===== src/design/sftc_pkg.sv =====
// Constants shared by the transmit hold and request control block
package sftc_pkg;

  // ----------------------------------------------------------------
  // Register indices (byte address is four times the index)
  // ----------------------------------------------------------------
  localparam logic [9:0] SFTC_IDX_TX_CTRL = 10'h09b;
  localparam logic [9:0] SFTC_IDX_IRQ_STAT = 10'h0a0;
  localparam logic [9:0] SFTC_IDX_IRQ_MASK = 10'h0a1;

  // ----------------------------------------------------------------
  // Field positions of fifo_tx_control
  // ----------------------------------------------------------------
  localparam int SFTC_BIT_TX_REQ = 7;
  localparam int SFTC_BIT_HOLD_LVL = 6;
  localparam int SFTC_BIT_STALL = 5;
  localparam int SFTC_BIT_XFER_IE = 4;

  // ----------------------------------------------------------------
  // Reset values
  // ----------------------------------------------------------------
  localparam logic SFTC_RST_TX_REQ = 1'b1;
  localparam logic SFTC_RST_HOLD_LVL = 1'b1;
  localparam logic SFTC_RST_STALL = 1'b0;
  localparam logic SFTC_RST_XFER_IE = 1'b1;
  localparam logic [1:0] SFTC_RST_IRQ_MASK = 2'h0;

  // ----------------------------------------------------------------
  // Event status bit positions and the byte sent while stalled
  // ----------------------------------------------------------------
  localparam int SFTC_EV_XFER_DONE = 0;
  localparam int SFTC_EV_TX_REQ = 1;
  localparam int SFTC_EV_W = 2;
  localparam logic [7:0] SFTC_FILL_BYTE = 8'hff;

  // Hold state of the transmit path
  typedef enum logic [1:0] {
    SFTC_RUN,
    SFTC_DRAIN,
    SFTC_HELD
  } sftc_hold_t;

endpackage


===== src/design/sftc_hold_if.sv =====
// Signals between the register side and the transmit hold unit
`timescale 1ns/1ps
interface sftc_hold_if;
  logic stall;
  logic level_sel;
  logic busy;
  logic start;
  logic fifo_empty;
  logic [7:0] fifo_data;
  logic pop;
  logic [7:0] tx_byte;
  logic sdo_in;
  logic sdo_out;
  logic held;

  // Register side: owns control bits and the pins
  modport ctrl (
    output stall, level_sel, busy, start, fifo_empty, fifo_data, sdo_in,
    input pop, tx_byte, sdo_out, held
  );

  // Hold unit side
  modport unit (
    input stall, level_sel, busy, start, fifo_empty, fifo_data, sdo_in,
    output pop, tx_byte, sdo_out, held
  );
endinterface


===== src/design/sftc_ctrl.sv =====
// Transmit FIFO request, transmit hold and transfer interrupt control
`timescale 1ns/1ps
module sftc_ctrl
  import sftc_pkg::*;
#(
  parameter int CNT_W = 4     // Width of FIFO count and threshold
) (
  input wire logic clk_i,                // System clock, 40 MHz
  input wire logic rst_i,                // Synchronous reset
  // Classic Wishbone slave
  input wire logic wb_cyc_i,             // Bus cycle
  input wire logic wb_stb_i,             // Strobe
  input wire logic wb_we_i,              // Write enable
  input wire logic [11:0] wb_adr_i,      // Byte address
  input wire logic [3:0] wb_sel_i,       // Byte lanes
  input wire logic [31:0] wb_dat_i,      // Write data
  output logic [31:0] wb_dat_o,          // Read data
  output logic wb_ack_o,                 // Acknowledge
  // FIFO and shift engine side
  input wire logic [CNT_W-1:0] tx_fifo_count_i,     // Bytes held
  input wire logic [CNT_W-1:0] tx_fifo_threshold_i, // Threshold
  input wire logic [7:0] tx_fifo_data_i, // FIFO head byte
  output logic tx_fifo_pop_o,            // Pop one byte, pulse
  input wire logic shift_busy_i,         // Byte on the wire
  input wire logic shift_start_i,        // New transfer, pulse
  output logic [7:0] shift_byte_o,       // Byte for new transfer
  input wire logic sdo_i,                // Engine data out
  output logic sdo_o,                    // Data out pin level
  input wire logic transfer_complete_flag_i, // Transfer done flag
  // Status and interrupts
  output logic tx_fifo_request_o,        // Request flag level
  output logic tx_held_o,                // Transmit path stalled
  output logic serial_irq_o,             // Serial port interrupt
  output logic irq_o                     // Event interrupt
);

  import sftc_pkg::*;

  // ----------------------------------------------------------------
  // Address decode helpers
  // ----------------------------------------------------------------

  // Word index of a byte address
  function automatic logic [9:0] sftc_index(input logic [11:0] adr);
    sftc_index = adr[11:2];
  endfunction

  // True when the access hits the given register
  function automatic logic sftc_hit(input logic [11:0] adr,
                                    input logic [9:0] idx);
    sftc_hit = (sftc_index(adr) == idx);
  endfunction

  // ----------------------------------------------------------------
  // Bus handshake
  // ----------------------------------------------------------------
  logic ack_q;
  logic req;
  logic wr_stb;
  logic rd_stb;

  assign req = wb_cyc_i && wb_stb_i;

  // One wait state; ack drops the cycle after it is given
  always_ff @(posedge clk_i) begin
    if (rst_i) begin
      ack_q <= 1'b0;
    end else begin
      ack_q <= req && !ack_q;
    end
  end

  // Accesses take effect on the acknowledge edge only
  assign wr_stb = req && ack_q && wb_we_i;
  assign rd_stb = req && ack_q && !wb_we_i;
  assign wb_ack_o = ack_q;

  // ----------------------------------------------------------------
  // Control register fields
  // ----------------------------------------------------------------
  logic hold_lvl_q;
  logic stall_q;
  logic xfer_ie_q;
  logic [SFTC_EV_W-1:0] mask_q;
  logic ctrl_wr;
  logic mask_wr;

  assign ctrl_wr = wr_stb && wb_sel_i[0] &&
                   sftc_hit(wb_adr_i, SFTC_IDX_TX_CTRL);
  assign mask_wr = wr_stb && wb_sel_i[0] &&
                   sftc_hit(wb_adr_i, SFTC_IDX_IRQ_MASK);

  // Writable bits of the control register; bit 7 ignores writes
  always_ff @(posedge clk_i) begin
    if (rst_i) begin
      hold_lvl_q <= SFTC_RST_HOLD_LVL;
      stall_q <= SFTC_RST_STALL;
      xfer_ie_q <= SFTC_RST_XFER_IE;
    end else if (ctrl_wr) begin
      hold_lvl_q <= wb_dat_i[SFTC_BIT_HOLD_LVL];
      stall_q <= wb_dat_i[SFTC_BIT_STALL];
      xfer_ie_q <= wb_dat_i[SFTC_BIT_XFER_IE];
    end
  end

  // Event mask
  always_ff @(posedge clk_i) begin
    if (rst_i) begin
      mask_q <= SFTC_RST_IRQ_MASK;
    end else if (mask_wr) begin
      mask_q <= wb_dat_i[SFTC_EV_W-1:0];
    end
  end

  // ----------------------------------------------------------------
  // Transmit request flag
  // ----------------------------------------------------------------
  logic req_flag_q;
  logic req_flag_d;

  // Compared every cycle so FIFO traffic and threshold edits both count
  assign req_flag_d = (tx_fifo_count_i <= tx_fifo_threshold_i);

  always_ff @(posedge clk_i) begin
    if (rst_i) begin
      req_flag_q <= SFTC_RST_TX_REQ;
    end else begin
      req_flag_q <= req_flag_d;
    end
  end

  assign tx_fifo_request_o = req_flag_q;

  // ----------------------------------------------------------------
  // Transfer-complete interrupt gating
  // ----------------------------------------------------------------
  logic serial_irq_q;

  // Level follows the flag while enabled, silent while disabled
  always_ff @(posedge clk_i) begin
    if (rst_i) begin
      serial_irq_q <= 1'b0;
    end else begin
      serial_irq_q <= transfer_complete_flag_i && xfer_ie_q;
    end
  end

  assign serial_irq_o = serial_irq_q;

  // ----------------------------------------------------------------
  // Sticky events, cleared by reading the status register
  // ----------------------------------------------------------------
  logic xfer_flag_prev_q;
  logic req_prev_q;
  logic [SFTC_EV_W-1:0] ev_set;
  logic [SFTC_EV_W-1:0] stat_q;
  logic stat_rd;
  logic irq_q;

  // Previous levels for rising-edge detection
  always_ff @(posedge clk_i) begin
    if (rst_i) begin
      xfer_flag_prev_q <= 1'b0;
      req_prev_q <= SFTC_RST_TX_REQ;
    end else begin
      xfer_flag_prev_q <= transfer_complete_flag_i;
      req_prev_q <= req_flag_q;
    end
  end

  always_comb begin
    ev_set = '0;
    ev_set[SFTC_EV_XFER_DONE] = transfer_complete_flag_i &&
                                !xfer_flag_prev_q;
    ev_set[SFTC_EV_TX_REQ] = req_flag_q && !req_prev_q;
  end

  assign stat_rd = rd_stb && sftc_hit(wb_adr_i, SFTC_IDX_IRQ_STAT);

  // Only bits returned by the read are cleared; the read data was
  // captured a cycle earlier, so an event in between must survive
  always_ff @(posedge clk_i) begin
    if (rst_i) begin
      stat_q <= '0;
    end else if (stat_rd) begin
      stat_q <= (stat_q & ~rd_q[SFTC_EV_W-1:0]) | ev_set;
    end else begin
      stat_q <= stat_q | ev_set;
    end
  end

  // Registered level so glitches from decode never reach the pin
  always_ff @(posedge clk_i) begin
    if (rst_i) begin
      irq_q <= 1'b0;
    end else begin
      irq_q <= |(stat_q & mask_q);
    end
  end

  assign irq_o = irq_q;

  // ----------------------------------------------------------------
  // Transmit hold unit
  // ----------------------------------------------------------------
  sftc_hold_if hold_if ();

  assign hold_if.stall = stall_q;
  assign hold_if.level_sel = hold_lvl_q;
  assign hold_if.busy = shift_busy_i;
  assign hold_if.start = shift_start_i;
  assign hold_if.fifo_empty = (tx_fifo_count_i == '0);
  assign hold_if.fifo_data = tx_fifo_data_i;
  assign hold_if.sdo_in = sdo_i;

  // Byte choice, pop and pin forcing live in the hold unit
  sftc_hold u_hold (
    .clk_i (clk_i),
    .rst_i (rst_i),
    .hold (hold_if.unit)
  );

  assign tx_fifo_pop_o = hold_if.pop;
  assign shift_byte_o = hold_if.tx_byte;
  assign sdo_o = hold_if.sdo_out;
  assign tx_held_o = hold_if.held;

  // ----------------------------------------------------------------
  // Read data
  // ----------------------------------------------------------------
  logic [31:0] rd_d;
  logic [31:0] rd_q;

  // Unmapped words read as zero; bits 3..0 belong to the receive side
  always_comb begin
    rd_d = '0;
    unique case (sftc_index(wb_adr_i))
      SFTC_IDX_TX_CTRL: begin
        rd_d[SFTC_BIT_TX_REQ] = req_flag_q;
        rd_d[SFTC_BIT_HOLD_LVL] = hold_lvl_q;
        rd_d[SFTC_BIT_STALL] = stall_q;
        rd_d[SFTC_BIT_XFER_IE] = xfer_ie_q;
      end
      SFTC_IDX_IRQ_STAT: rd_d[SFTC_EV_W-1:0] = stat_q;
      SFTC_IDX_IRQ_MASK: rd_d[SFTC_EV_W-1:0] = mask_q;
      default: rd_d = '0;
    endcase
  end

  // Data captured with the wait state, valid with ack
  always_ff @(posedge clk_i) begin
    if (rst_i) begin
      rd_q <= '0;
    end else if (req && !ack_q && !wb_we_i) begin
      rd_q <= rd_d;
    end
  end

  assign wb_dat_o = rd_q;

endmodule


===== src/design/sftc_hold.sv =====
// Transmit hold unit: byte selection, FIFO pop and data-out forcing
`timescale 1ns/1ps
module sftc_hold
  import sftc_pkg::*;
(
  input wire logic clk_i,     // System clock
  input wire logic rst_i,     // Synchronous reset, active high
  sftc_hold_if.unit hold      // Link to the register side
);

  // ----------------------------------------------------------------
  // Hold sequencing
  // ----------------------------------------------------------------
  sftc_hold_t state_q;
  logic [7:0] byte_q;
  logic pop_q;
  logic sdo_q;

  // Stall waits for the byte on the wire to finish first
  always_ff @(posedge clk_i) begin
    if (rst_i) begin
      state_q <= SFTC_RUN;
    end else begin
      unique case (state_q)
        SFTC_RUN: begin
          if (hold.stall) begin
            state_q <= hold.busy ? SFTC_DRAIN : SFTC_HELD;
          end
        end
        SFTC_DRAIN: begin
          if (!hold.stall) begin
            state_q <= SFTC_RUN;
          end else if (!hold.busy) begin
            state_q <= SFTC_HELD;
          end
        end
        SFTC_HELD: begin
          if (!hold.stall) begin
            state_q <= SFTC_RUN;
          end
        end
        default: state_q <= SFTC_RUN;
      endcase
    end
  end

  // Byte for a new transfer: fill byte when stalled or FIFO empty, else FIFO head
  always_ff @(posedge clk_i) begin
    if (rst_i) begin
      byte_q <= SFTC_FILL_BYTE;
      pop_q <= 1'b0;
    end else begin
      pop_q <= 1'b0;
      if (hold.start) begin
        if (hold.stall || hold.fifo_empty) begin
          byte_q <= SFTC_FILL_BYTE;
        end else begin
          byte_q <= hold.fifo_data;
          pop_q <= 1'b1;
        end
      end
    end
  end

  // Data out forced only once the running byte has gone out
  always_ff @(posedge clk_i) begin
    if (rst_i) begin
      sdo_q <= SFTC_RST_HOLD_LVL;
    end else if (state_q == SFTC_HELD && !hold.busy) begin
      sdo_q <= hold.level_sel;
    end else begin
      sdo_q <= hold.sdo_in;
    end
  end

  assign hold.tx_byte = byte_q;
  assign hold.pop = pop_q;
  assign hold.sdo_out = sdo_q;
  assign hold.held = (state_q == SFTC_HELD);

endmodule


===== config.mk =====
export PLATFORM = sky130hd
export DESIGN_NAME = sftc_ctrl
export DESIGN_NICKNAME = d
export VERILOG_FILES = /design/src/design/sftc_pkg.sv /design/src/design/sftc_hold_if.sv /design/src/design/sftc_ctrl.sv /design/src/design/sftc_hold.sv
export SDC_FILE = /design/constraint.sdc
export NUM_CORES = 1
export LEC_CHECK = 0
export BUFFER_PORTS_ARGS = -buffer_cell sky130_fd_sc_hd__buf_2
export CAP_MARGIN = 20
export CORE_MARGIN = 1
export CORE_UTILIZATION = 41
export CTS_CLUSTER_SIZE = 40
export DETAILED_ROUTE_END_ITERATION = 12
export MAX_ROUTING_LAYER = met4
export PLACE_DENSITY = 0.82
export REMOVE_ABC_BUFFERS = 1
export SLEW_MARGIN = 20
export SYNTH_ARGS = -nofsm -noshare
export SYNTH_HDL_FRONTEND = slang
export SYNTH_SLANG_ARGS = --single-unit

===== constraint.sdc =====
create_clock -name clk_i -period 3.5 [get_ports clk_i]
set_input_delay 0.7 -clock clk_i [delete_from_list [all_inputs] [get_ports clk_i]]
set_output_delay 0.7 -clock clk_i [all_outputs]
set_load 0.005 [all_outputs]

# Yosys cells after proc, flatten, opt, wreduce, memory -nomap -nowiden
# Cells that the tools add are included.
# word_totals
register_bits,31
in_bits,73
output_inout_bits,47
elab_cells,68
# op_classes
magnitude_cmp,1
n_eq_ne,8
muxes,12
bitwise_logic,6
n_reduce_logical,25
# op_table
op,n
$eq A10 B8 Y1 const B,3
$logic_and A1 B1 Y1,14
$mux W2,6
$mux W8,1
$pmux W2 S3,1
$logic_not A1 Y1,5
$and A2 B2 Y2,2
$le A4 B4 Y1,1
$logic_not A4 Y1,1
$mux W4,1
$ne A2 B2 Y1 const B,2
$or A2 B2 Y2,2
$pmux W2 S2,1
$reduce_or A2 Y1,2
$ne A3 B3 Y1 const B,1
$reduce_and A3 Y1,1
$eq A2 B1 Y1 const B,1
$eq A2 B2 Y1 const B,1
$logic_not A2 Y1,1
$mux W1,2
$not A2 Y2,1
$logic_or A1 B1 Y1,1
$not A1 Y1,1

# Depth between registers and ports, before layout
# Gate-level depths: netlist of run 1.
# logic_depth
depth_word,5
ltp_mapped,6
ltp_nobuf,6

# Modules after synthesis
# A second synthesis of run 1 with hierarchy kept.
# hier_totals
cells_unflattened,168
hier_area_um2,1694.1
# by_module_without_submodules
module,n_inst,cells_per_inst,area_per_inst_um2,seq_area_each_um2
sftc_ctrl,1,118,1094.8,380.4
sftc_hold,1,50,599.3,240.2

# Least setup slack after synthesis of run 1
# Ideal clock, no wire load.
# synth_timing
path_type,input port to flip-flop
startpoint,input port wb_adr_i[6]
endpoint,register stat_q[1]
setup_time_ns,0.117
arrival_time_ns,1.951
t_required_ns,3.383
path_slack_ns,1.431
path_stages,4
path_buffers,0
path_cell_list,or4b_2 > nor3_4 > nand3_1 > a32o_1
# synth_between
elab_chain_len,3
# synth_rtl
element,line_no,text
start: declaration,sftc_ctrl.sv:14,"input wire logic [11:0] wb_adr_i,"
$eq A10 B8 Y1,sftc_ctrl.sv:51,sftc_hit = (sftc_index(adr) == idx);
$logic_and A1 B1 Y1,sftc_ctrl.sv:178,"assign stat_rd = rd_stb && sftc_hit(wb_adr_i, SFTC_IDX_IRQ_STAT);"
$mux W2,sftc_ctrl.sv:185,end else if (stat_rd) begin
end signal: assignment,sftc_ctrl.sv:186,stat_q <= (stat_q & ~rd_q[SFTC_EV_W-1:0]) | ev_set;
end signal: assignment,sftc_ctrl.sv:188,stat_q <= stat_q | ev_set;
end: declaration,sftc_ctrl.sv:156,logic [SFTC_EV_W-1:0] stat_q;
# Every way passes these cells.
# A chain may end at the register's enable or synchronous reset.

# Worst setup path after layout of run 1
# layout_timing
startpoint,input port wb_adr_i[11]
endpoint,register hold_lvl_q (netlist: hold_if.level_sel)
# layout_between
elab_chain_len,2
# layout_rtl
element,line_no,text
$eq A10 B8 Y1,sftc_ctrl.sv:51,
$logic_and A1 B1 Y1,sftc_ctrl.sv:88,assign ctrl_wr = wr_stb && wb_sel_i[0] &&
end signal: assignment,sftc_ctrl.sv:100,hold_lvl_q <= wb_dat_i[SFTC_BIT_HOLD_LVL];
end: declaration,sftc_ctrl.sv:81,logic hold_lvl_q;
# Every way passes these cells.

==> results.md, run 1 <==
- Status: complete, no violations
- Clk sink count: 31
- Worst hold path type: reg2reg
- Initial antenna violation count: 0
- Drc violations: 0
- Post-cts repair resize count: 0
- First-pass DRT Iterations: 4
- Main combinational cell family by area after synthesis: simple AND/OR/NAND/NOR gates
- Layout Utilization: 0.525
- Vias/cell: about 4.8
- CORE AREA: 3390 sq um
- Final hold violation count: 0
- Post-Synth Simple-Gate Area: 0.218
- Final setup vio count: 0
- Layout cell share with drive strength beyond 1: 0.338
- Rows: 21
- Maximum VDD drop: approximately 0.19 mV
- Global-route wire length before repair: ~4.5 mm
- Die W: 61.9 microns
- Layout area overhead: 21.2%
- Final min period: roughly 2.0 ns
- Most frequent cells in the layout: buf_2, dfxtp_1, conb_1, nand2_1, nand3_1
- Clock transition at the registers of the reported paths: around 0.1 ns
- Final HPWL DP: approximately 2.2 mm
- Post-synthesis cell type count: 36
- # nets final: 304
- Top Ports: 120
- DR WL/cell: approximately 11 microns
- Compound-Gate Fraction of Synth Area: 0.141
- Final period util: 0.567
- Die Height: ~60 microns
- H-Tree Depth: 2
- Area of the mapped netlist: 1470 sq um
- Mean Syn Cell Area: ~8.9 sq um
- CTS buffer count: 5
- Root buf cell: clkbuf_4
- Postcts setup bufs: 0
- Required @ worst endpoint: approximately 3.7 ns
- Largest area contributor in the netlist: dfxtp_1
- Starting density of the core: 0.433
- DRT iter0 DRCs: 56
- Critical path endpoint category: register
- #FFs+latches synth: 31
- Post-Synth XOR/XNOR Area: 0
- Worst path cell trace: buf_2 > or4b_4 > nor4_4 > and2_1 > o211ai_1
- Via Count: 1,305
- GRT Total Usage: 0.170
- Gpl congestion: between 0.7 and 0.8
- Max-cap violations: 0
- Crit start category: primary input
- Most common cell after layout, fill and taps aside: buf_2
- Worst Tran Pin Value: approximately 0.76 ns
- Port buffer count: between 60 and 70
- Number of global-route vias before repair: between 1,000 and 1,500
- Critical path's slowest cell: or4b_4
- RSZ-0062 raised after global routing: no
- Slew Limit Headroom: 0.491
- Maximum clock path buffer count: 2
- Leak Pwr: between 0.8 and 0.9 nW
- Final instance area: roughly 1800 sq um
- Worst path max stage delay: approximately 0.57 ns
- CTS tree: built
- Adder-Cell Fraction of Synth Area: 0.0341
- Total gr overflow: 0
- Diode count: 0
- Crit-path max FO: 8
- Seq/Total Area, Yosys: 0.422
- Cells after Synth: 165
- Clk_skew: 0.00470 ns
- Clock latency on the worst-skew pair: around 0.32 ns
- Antenna viol nets, final: 0
- P per Cell Area: between 300 and 400 nW/um^2
- Die ar.: 3830 sq um
- Crit path kind: in2reg
- # hold bufs at CTS: 0
- Placed instance area: 1710 sq um
- Final WL: between 2 and 3 mm
- Synth warnings: 0
- Final setup TNS: 0 ns
- Max Freq: slightly above 0.5 GHz
- Area share of the largest cell type after synthesis: 0.422
- Top cells by area, synth: dfxtp_1, buf_4, nand2_1, nand3_1, ha_1
- Worst EP arrival: about 2.2 ns
- Largest net degree at the start of global routing: 21
- Slew Viols, Final: 0
- Mux share of post-synthesis cell area: 0.0153
-- synthesized netlist by cell type --
| library cell | instances |
|---|---|
| dfxtp_1 | 31 |
| buf_4 | 26 |
| nand2_1 | 19 |
| nand3_1 | 12 |
| a21oi_1 | 9 |
| inv_1 | 8 |
| o22ai_1 | 8 |
| clkbuf_1 | 5 |
| nor2_1 | 5 |
| ha_1 | 4 |
| nor2b_1 | 4 |
| and2_1 | 3 |
| o211ai_1 | 3 |
| a31o_2 | 2 |
| a32o_1 | 2 |
| mux2_2 | 2 |
| nor3_1 | 2 |
| o21a_1 | 2 |
| a211oi_1 | 1 |
| a22oi_1 | 1 |
| a31o_1 | 1 |
| a41oi_1 | 1 |
| and3_1 | 1 |
| conb_1 | 1 |
| nand2b_1 | 1 |
| nand3b_1 | 1 |
| nand4_1 | 1 |
| nor3_4 | 1 |
| nor4_4 | 1 |
| nor4b_1 | 1 |
| o21ai_0 | 1 |
| or2_2 | 1 |
| or3_1 | 1 |
| or4_1 | 1 |
| or4b_2 | 1 |
| or4b_4 | 1 |
-- cell type report --
| cell class | count | area [sq um] |
|---|---|---|
| flip-flops and latches | 31 | 621 |
| multi-input cells | 120 | 698 |
| repair buffers | 61 | 305 |
| fillers | 313 | 1610 |
| well taps | 46 | 57.6 |
| inverters | 8 | 30.0 |
| clock buffers | 8 | 68.8 |
-- cell families (layout without fill, tap and decap cells) --
| kind of cell | Yosys count | after routing |
|---|---|---|
| buffers and inverters | 39 | 77 |
| flip-flops | 31 | 31 |
| multiplexers | 2 | 2 |
| other | 1 | 26 |
| AO/OA/AOI/OAI | 31 | 31 |
| AND/OR/NAND/NOR | 57 | 57 |
| adder cells (fa/ha/maj) | 4 | 4 |
-- stage by stage --
stage / power (mW) / hold slack (ns) / std cells / worst slack, ns
4_1_cts: 0.700 / 0.454 / 274 / 1.51
5_1_grt: 0.732 / 0.485 / 274 / 1.45
3_5_place_dp: 0.459 / 0.436 / 266 / 1.15
6_report: 0.687 / 0.450 / 274 / 1.52
3_3_place_gp: 0.457 / 0.431 / 266 / 1.17
2_1_floorplan: 0.415 / 0.412 / 159 / 1.43
-- worst max-delay path, delay by kind of cell --
family | cells | cell delay [ns]
buffers and inverters | 1 | 0.10
AND/OR/NAND/NOR | 3 | 1.27
AO/OA/AOI/OAI | 1 | 0.09
-- power breakdown --
part / leakage (nW) / total, mW / switching, mW / internal, mW
registers: 0.254 / 0.371 / 0.00644 / 0.364
logic: 0.556 / 0.0803 / 0.0425 / 0.0377
clock network: 0.0386 / 0.236 / 0.118 / 0.118
-- worst paths after layout --
| check | cells past startpoint | end | slack [ns] | from |
|---|---|---|---|---|
| worst min register to register | 1 | u_hold.state_q[1]$_SDFFE_PP0P_ | 0.45 | u_hold.state_q[0]$_SDFFE_PP0P_ |
| worst max-delay path | 5 | hold_if.level_sel$_SDFFE_PP1P_ | 1.52 | wb_adr_i[11] |
| worst max register to register | 3 | wb_dat_o[7]$_SDFFE_PP0P_ | 2.10 | wb_ack_o$_SDFF_PP0_ |
| worst min-delay path | 1 | u_hold.state_q[1]$_SDFFE_PP0P_ | 0.45 | u_hold.state_q[0]$_SDFFE_PP0P_ |
-- flip-flops by register name (all words and copies together) (netlist names) --
name                 cells
tx_fifo_request_o        1
mask_q                   2
u_hold.hold.pop          1
irq_o                    1
hold_if.level_sel        1
u_hold.hold.tx_byte      8
u_hold.state_q           2
wb_dat_o                 6
req_prev_q               1
xfer_ie_q                1
hold_if.stall            1
wb_ack_o                 1
stat_q                   2
u_hold.hold.sdo_out      1
serial_irq_o             1
xfer_flag_prev_q         1
-- per-layer routing --
metal / vias up / GRT usage / part of all wire
met5: - / - / 0
met4: 0 / 0.0698 / 0.0027
li1: 647 / - / -
met3: 2 / 0.0725 / 0.089
met1: 580 / 0.195 / 0.43
met2: 76 / 0.261 / 0.48
No activity file was read; power rests on OpenSTA's default activity.
==> inputs of run 2 (changes only) <==
CORE_UTILIZATION = 38   (was 41)
PLACE_DENSITY = 0.77   (was 0.82)
clock period = 2.04 ns   (was 3.5 ns; I/O delays follow)
==> results.md, run 2 (synthesis results as in run 1) <==
- Status: complete, no violations
- Total gr overflow: 0 (unchanged)
- Maximum clock path buffer count: 2 (unchanged)
- Crit start category: primary input
- Slew Limit Headroom: 0.594 (+0.103)
- Worst EP arrival: 1.86 ns (-0.30 ns)
- Final HPWL DP: 2.28 mm (+1.7%)
- H-Tree Depth: 2 (unchanged)
- Number of global-route vias before repair: 1,080 (+1.5%)
- Antenna viol nets, final: 0 (unchanged)
- Placed instance area: 1740 sq um (+1.5%)
- Layout area overhead: 26.2%
- Max-cap violations: 0 (unchanged)
- Clk_skew: 0.00796 ns (+0.00327 ns)
- Crit-path max FO: 7 (-1)
- Most common cell after layout, fill and taps aside: buf_2
- DR WL met2: 1.36 mm (-4.5%)
- Port buffer count: 61 (unchanged)
- Worst hold path type: in2reg
- Die Height: 64.2 microns (+3.8%)
- Most frequent cells in the layout: buf_2, dfxtp_1, conb_1, nand2_1, nand3_1
- Root buf cell: clkbuf_8
- Leak Pwr: 0.886 nW (+4.5%)
- Drc violations: 0 (unchanged)
- Layout cell share with drive strength beyond 1: 0.351 (+0.0129)
- Clk sink count: 31 (unchanged)
- Via Count: 1,288 (-1.3%)
- Starting density of the core: 0.398 (-0.0351)
- GRT Total Usage: 0.160 (-0.0100)
- CORE AREA: 3690 sq um (+8.8%)
- DR top layer: met4
- Required @ worst endpoint: 2.21 ns (-1.47 ns)
- Gpl congestion: 0.800 (+1.2%)
- Initial antenna violation count: 0 (unchanged)
- Final min period: around 1.7 ns
- # hold bufs at CTS: 0 (unchanged)
- Final WL: 2.97 mm (+0.24%)
- RSZ-0062 raised after global routing: no
- First-pass DRT Iterations: 4 (unchanged)
- P per Cell Area: 750 nW/um^2 (+94%)
- Crit path kind: in2reg
- Maximum VDD drop: 0.421 mV (+130%)
- Critical path endpoint category: register
- Routed length on met3: 254 microns (-3.4%)
- Final hold violation count: 0 (unchanged)
- Largest net degree at the start of global routing: 21 (unchanged)
- Die W: 64.2 microns (+3.8%)
- CTS tree: built
- CTS buffer count: 5 (unchanged)
- Clock transition at the registers of the reported paths: 0.07 ns (-0.03 ns)
- Slew Viols, Final: 0 (unchanged)
- Post-cts repair resize count: 0 (unchanged)
- Postcts setup bufs: 0 (unchanged)
- Wl on met1: 1.30 mm (+2.9%)
- Vias/cell: 4.62 (-3.1%)
- # nets final: 307 (+0.99%)
- DR WL/cell: 10.6 microns (-1.6%)
- DRT iter0 DRCs: 62 (+11%)
- Pwr Total: 1.39 mW (+100%)
- Final period util: 0.829
- Rows: 22 (+4.8%)
- Global-route wire length before repair: 4.77 mm (+7.1%)
- Clock latency on the worst-skew pair: 0.28 ns (-0.04 ns)
- Die ar.: 4120 sq um (+7.6%)
- Top Ports: 120 (unchanged)
- Worst Tran Pin Value: 0.608 ns (-0.149 ns)
- Max reg flops: 8 (unchanged)
- Diode count: 0 (unchanged)
- Final setup vio count: 0 (unchanged)
- Max Freq: ~0.59 GHz
- Final instance area: 1850 sq um (+4.1%)
- Final setup TNS: 0 ns (unchanged)
run 2: critical path, stage by stage:
cell     delay, ns
buf_2         0.10
or4b_2        0.70
nor3_4        0.25
nand3_1       0.13
a32o_1        0.27
run 2: stage by stage:
stage | hold WS, ns | util | instances | worst slack (ns)
finish | 0.346 | 0.503 | 279 | 0.349
global route | 0.345 | 0.503 | 279 | 0.250
CTS | 0.338 | 0.503 | 279 | 0.352
detailed placement | 0.445 | 0.471 | 271 | 0.0543
global placement | 0.430 | 0.471 | 271 | 0.0696
floorplan | 0.412 | - | 159 | 0.263
run 2: path summary, 6_finish.rpt:
kind / from / endpoint / slack (ns) / depth (start not counted)
setup / recovery: wb_adr_i[6] / stat_q[0]$_SDFF_PP0_ / 0.35 / 5
hold / removal: tx_fifo_data_i[2] / u_hold.hold.tx_byte[2]$_SDFFE_PP1P_ / 0.35 / 3
hold reg to reg: wb_dat_o[6]$_SDFFE_PP0P_ / wb_dat_o[6]$_SDFFE_PP0P_ / 0.45 / 2
setup reg to reg: wb_ack_o$_SDFF_PP0_ / stat_q[0]$_SDFF_PP0_ / 0.78 / 3
run 2: cell type report:
type / count / area [sq um]
timing repair buffer: 64 / 328
clock buffer: 6 / 82.6
inverter: 8 / 30.0
tap: 48 / 60.1
fill: 365 / 1830
multi-input combinational: 120 / 698
sequential: 31 / 621
clock inverter: 2 / 35.0
run 2: metal layers:
metal	up-vias	track usage
met3	6	0.0589
met5	-	-
met4	0	0.0667
met1	565	0.174
li1	653	-
met2	64	0.263
run 2: report_power, final:
group	switching, mW	internal (mW)	total [mW]
clock	0.220	0.395	0.614
sequential	0.0106	0.626	0.636
combinational	0.0731	0.0672	0.140
total	0.303	1.09	1.39
==> inputs of run 3 (changes only) <==
CORE_UTILIZATION = 35   (was 38)
PLACE_DENSITY = 0.74   (was 0.77)
clock period = 1.4 ns   (was 2.04 ns; I/O delays follow)
==> results.md, run 3 (synthesis results as in run 1) <==
- Final Worst Setup Slack: -0.0644 ns (-0.414 ns)
- Required @ worst endpoint: 1.62 ns (-0.59 ns)
- Fin Hold WS: 0.212 ns (-0.133 ns)
- Critical path's slowest cell: or4b_4
- Clock latency on the worst-skew pair: 0.28 ns (about the same)
- Leak Pwr: 0.931 nW (+5.1%)
- Routed length on met3: 274 microns (+7.9%)
- First-pass DRT Iterations: 4 (unchanged)
- Worst path cell trace: buf_6 > or4b_4 > nor4_4 > buf_4 > nand3_2 > a21oi_1
- Crit path kind: in2reg
- Failing checks: negative setup slack
- Critical path endpoint category: register
- # nets final: 315 (+2.6%)
- Final hold violation count: 0 (unchanged)
- DR WL met2: 1.41 mm (+3.8%)
- Cell family with most CP delay: simple AND/OR/NAND/NOR gates
- R2R Setup Slk: 0.19 ns (-0.59 ns)
- Layout Cells excl Fill: 289 (+3.6%)
- Maximum clock path buffer count: 2 (unchanged)
- Most common cell after layout, fill and taps aside: buf_2
- Final WL: 3.11 mm (+4.9%)
- Layout area overhead: 32.2%
- Postcts setup bufs: 0 (unchanged)
- Maximum VDD drop: 0.415 mV (-1.3%)
- CTS tree: built
- Final min period: 1.46 ns
- Wl on met1: 1.36 mm (+4.6%)
- P per Cell Area: 1060 nW/um^2 (+41%)
- Max reg flops: 8 (unchanged)
- R2r startpoint: wb_ack_o$_SDFF_PP0_
- Max Freq: 0.683 GHz
- Top Ports: 120 (unchanged)
- Clock transition at the registers of the reported paths: 0.06 ns (about the same)
- Global-route wire length before repair: 5.02 mm (+5.1%)
- Worst path bufs/invs: 2 (+1)
- Via Count: 1,314 (+2.0%)
- Diode count: 0 (unchanged)
- Critical Path End: wb_dat_o[6]$_SDFFE_PP0P_
- Final setup vio count: 5 (+5)
- Most frequent cells in the layout: buf_2, dfxtp_1, conb_1, nand2_1
- Crit-path max FO: 5 (-2)
- Crit Reg-Reg Endpoint: stat_q[0]$_SDFF_PP0_
- Antenna viol nets, final: 0 (unchanged)
- Die W: 66.8 microns (+4.1%)
- Worst path max stage delay: 0.57 ns (-0.13 ns)
- # hold bufs at CTS: 0 (unchanged)
- CORE AREA: 4030 sq um (+9.2%)
- Slew Viols, Final: 0 (unchanged)
- DP Cell Count: 281 (+3.7%)
- FILL cells: 406 (+11%)
- DRT iter0 DRCs: 56 (-9.7%)
- GRT Total Usage: 0.160 (-0.000367)
- Vias/cell: 4.55 (-1.5%)
- RSZ-0062 raised after global routing: yes
- DR WL/cell: 10.8 microns (+1.3%)
- Worst hold path type: in2reg
- Worst EP arrival: 1.68 ns (-0.18 ns)
- Layout cell share with drive strength beyond 1: 0.381 (+0.0301)
- Reg2Reg Depth: 4 (+1)
- Min-delay src: tx_fifo_data_i[1]
- Clk_skew: 0.00729 ns (-0.000669 ns)
- Total gr overflow: 0 (unchanged)
- Die ar.: 4460 sq um (+8.3%)
- Crit start category: primary input
- Gpl congestion: 0.752 (-6.0%)
- Port buffer count: 61 (unchanged)
- Root buf cell: clkbuf_8
- Max-cap violations: 0 (unchanged)
- Stages on the worst setup path: 6 (+1)
- Die Height: 66.8 microns (+4.1%)
- Drc violations: 0 (unchanged)
- Initial antenna violation count: 0 (unchanged)
- Setup crit start: wb_adr_i[11]
- H-Tree Depth: 2 (unchanged)
- Final period util: 1.05
- Starting density of the core: 0.365 (-0.0336)
- Largest net degree at the start of global routing: 14 (-33%)
- Final setup TNS: -0.270 ns (-0.270 ns)
- CTS buffer count: 5 (unchanged)
- DR top layer: met4
- Status: finished with violations
- Final HPWL DP: 2.38 mm (+4.2%)
- Clk sink count: 31 (unchanged)
- Rows: 23 (+4.5%)
- Number of global-route vias before repair: 1,134 (+5.0%)
## run 3: cell types whose count changed in the layout (fill, tap and decap cells not counted)
cell / change
a21oi_1: -1
a21oi_2: +1
buf_2: -2
buf_4: +8
buf_6: +2
nand3_1: -1
nand3_2: +1
or4b_2: -1
or4b_4: +1
## run 3: worst min-delay path by stage
stage / endpoint / slack (ns) / cells past startpoint
floorplan: wb_dat_o[0]$_SDFFE_PP0P_ / 0.35 / 1
global placement: u_hold.state_q[1]$_SDFFE_PP0P_ / 0.43 / 1
detailed placement: u_hold.state_q[1]$_SDFFE_PP0P_ / 0.44 / 1
CTS: u_hold.hold.tx_byte[1]$_SDFFE_PP1P_ / 0.20 / 3
global route: u_hold.hold.tx_byte[4]$_SDFFE_PP1P_ / 0.21 / 3
finish: u_hold.hold.tx_byte[1]$_SDFFE_PP1P_ / 0.21 / 3
## run 3: metrics by stage
step	util	power [mW]	instance area, sq um	worst slack, ns
after floorplan	-	1.04	1350	-0.249
after global placement	0.447	1.16	1800	-0.422
after detailed placement	0.447	1.17	1800	-0.449
after CTS	0.480	2.09	1930	-0.0741
after global routing	0.482	2.15	1940	-0.140
final	0.482	2.05	1940	-0.0644
## run 3: report_power, final
group | switching [mW] | internal (mW) | leakage, nW
Combinational | 0.109 | 0.113 | 0.616
Clock | 0.329 | 0.575 | 0.0612
Sequential | 0.0161 | 0.912 | 0.254
Total | 0.454 | 1.60 | 0.931
## run 3: layer usage
layer,vias to the layer above,GRT usage
met1,573,0.171
li1,669,-
met3,7,0.0548
met2,65,0.261
met5,-,-
met4,0,0.0798
## run 3: layout make-up
class | instances | area, sq um | area share
Clock buffer | 6 | 82.6 | 0.0425
Clock inverter | 2 | 35.0 | 0.0180
Inverter | 8 | 30.0 | 0.0155
Multi-Input combinational cell | 120 | 711 | 0.366
Sequential cell | 31 | 621 | 0.320
Tap cell | 50 | 62.6 | 0.0322
Timing Repair Buffer | 72 | 400 | 0.206
## run 3: repair_timing
item | 4_1_cts | 5_1_grt
pin swaps | 6 | 0
endpoints found under the setup margin | 10 | 10
gates resized for setup | 3 | 2
## run 3: worst register-to-register path: cells and delay by family, from the launching register on
family          cells  cell delay (ns)
simple gates        2             0.33
flops               1             0.40
compound gates      1             0.22
buf+inv             1             0.17
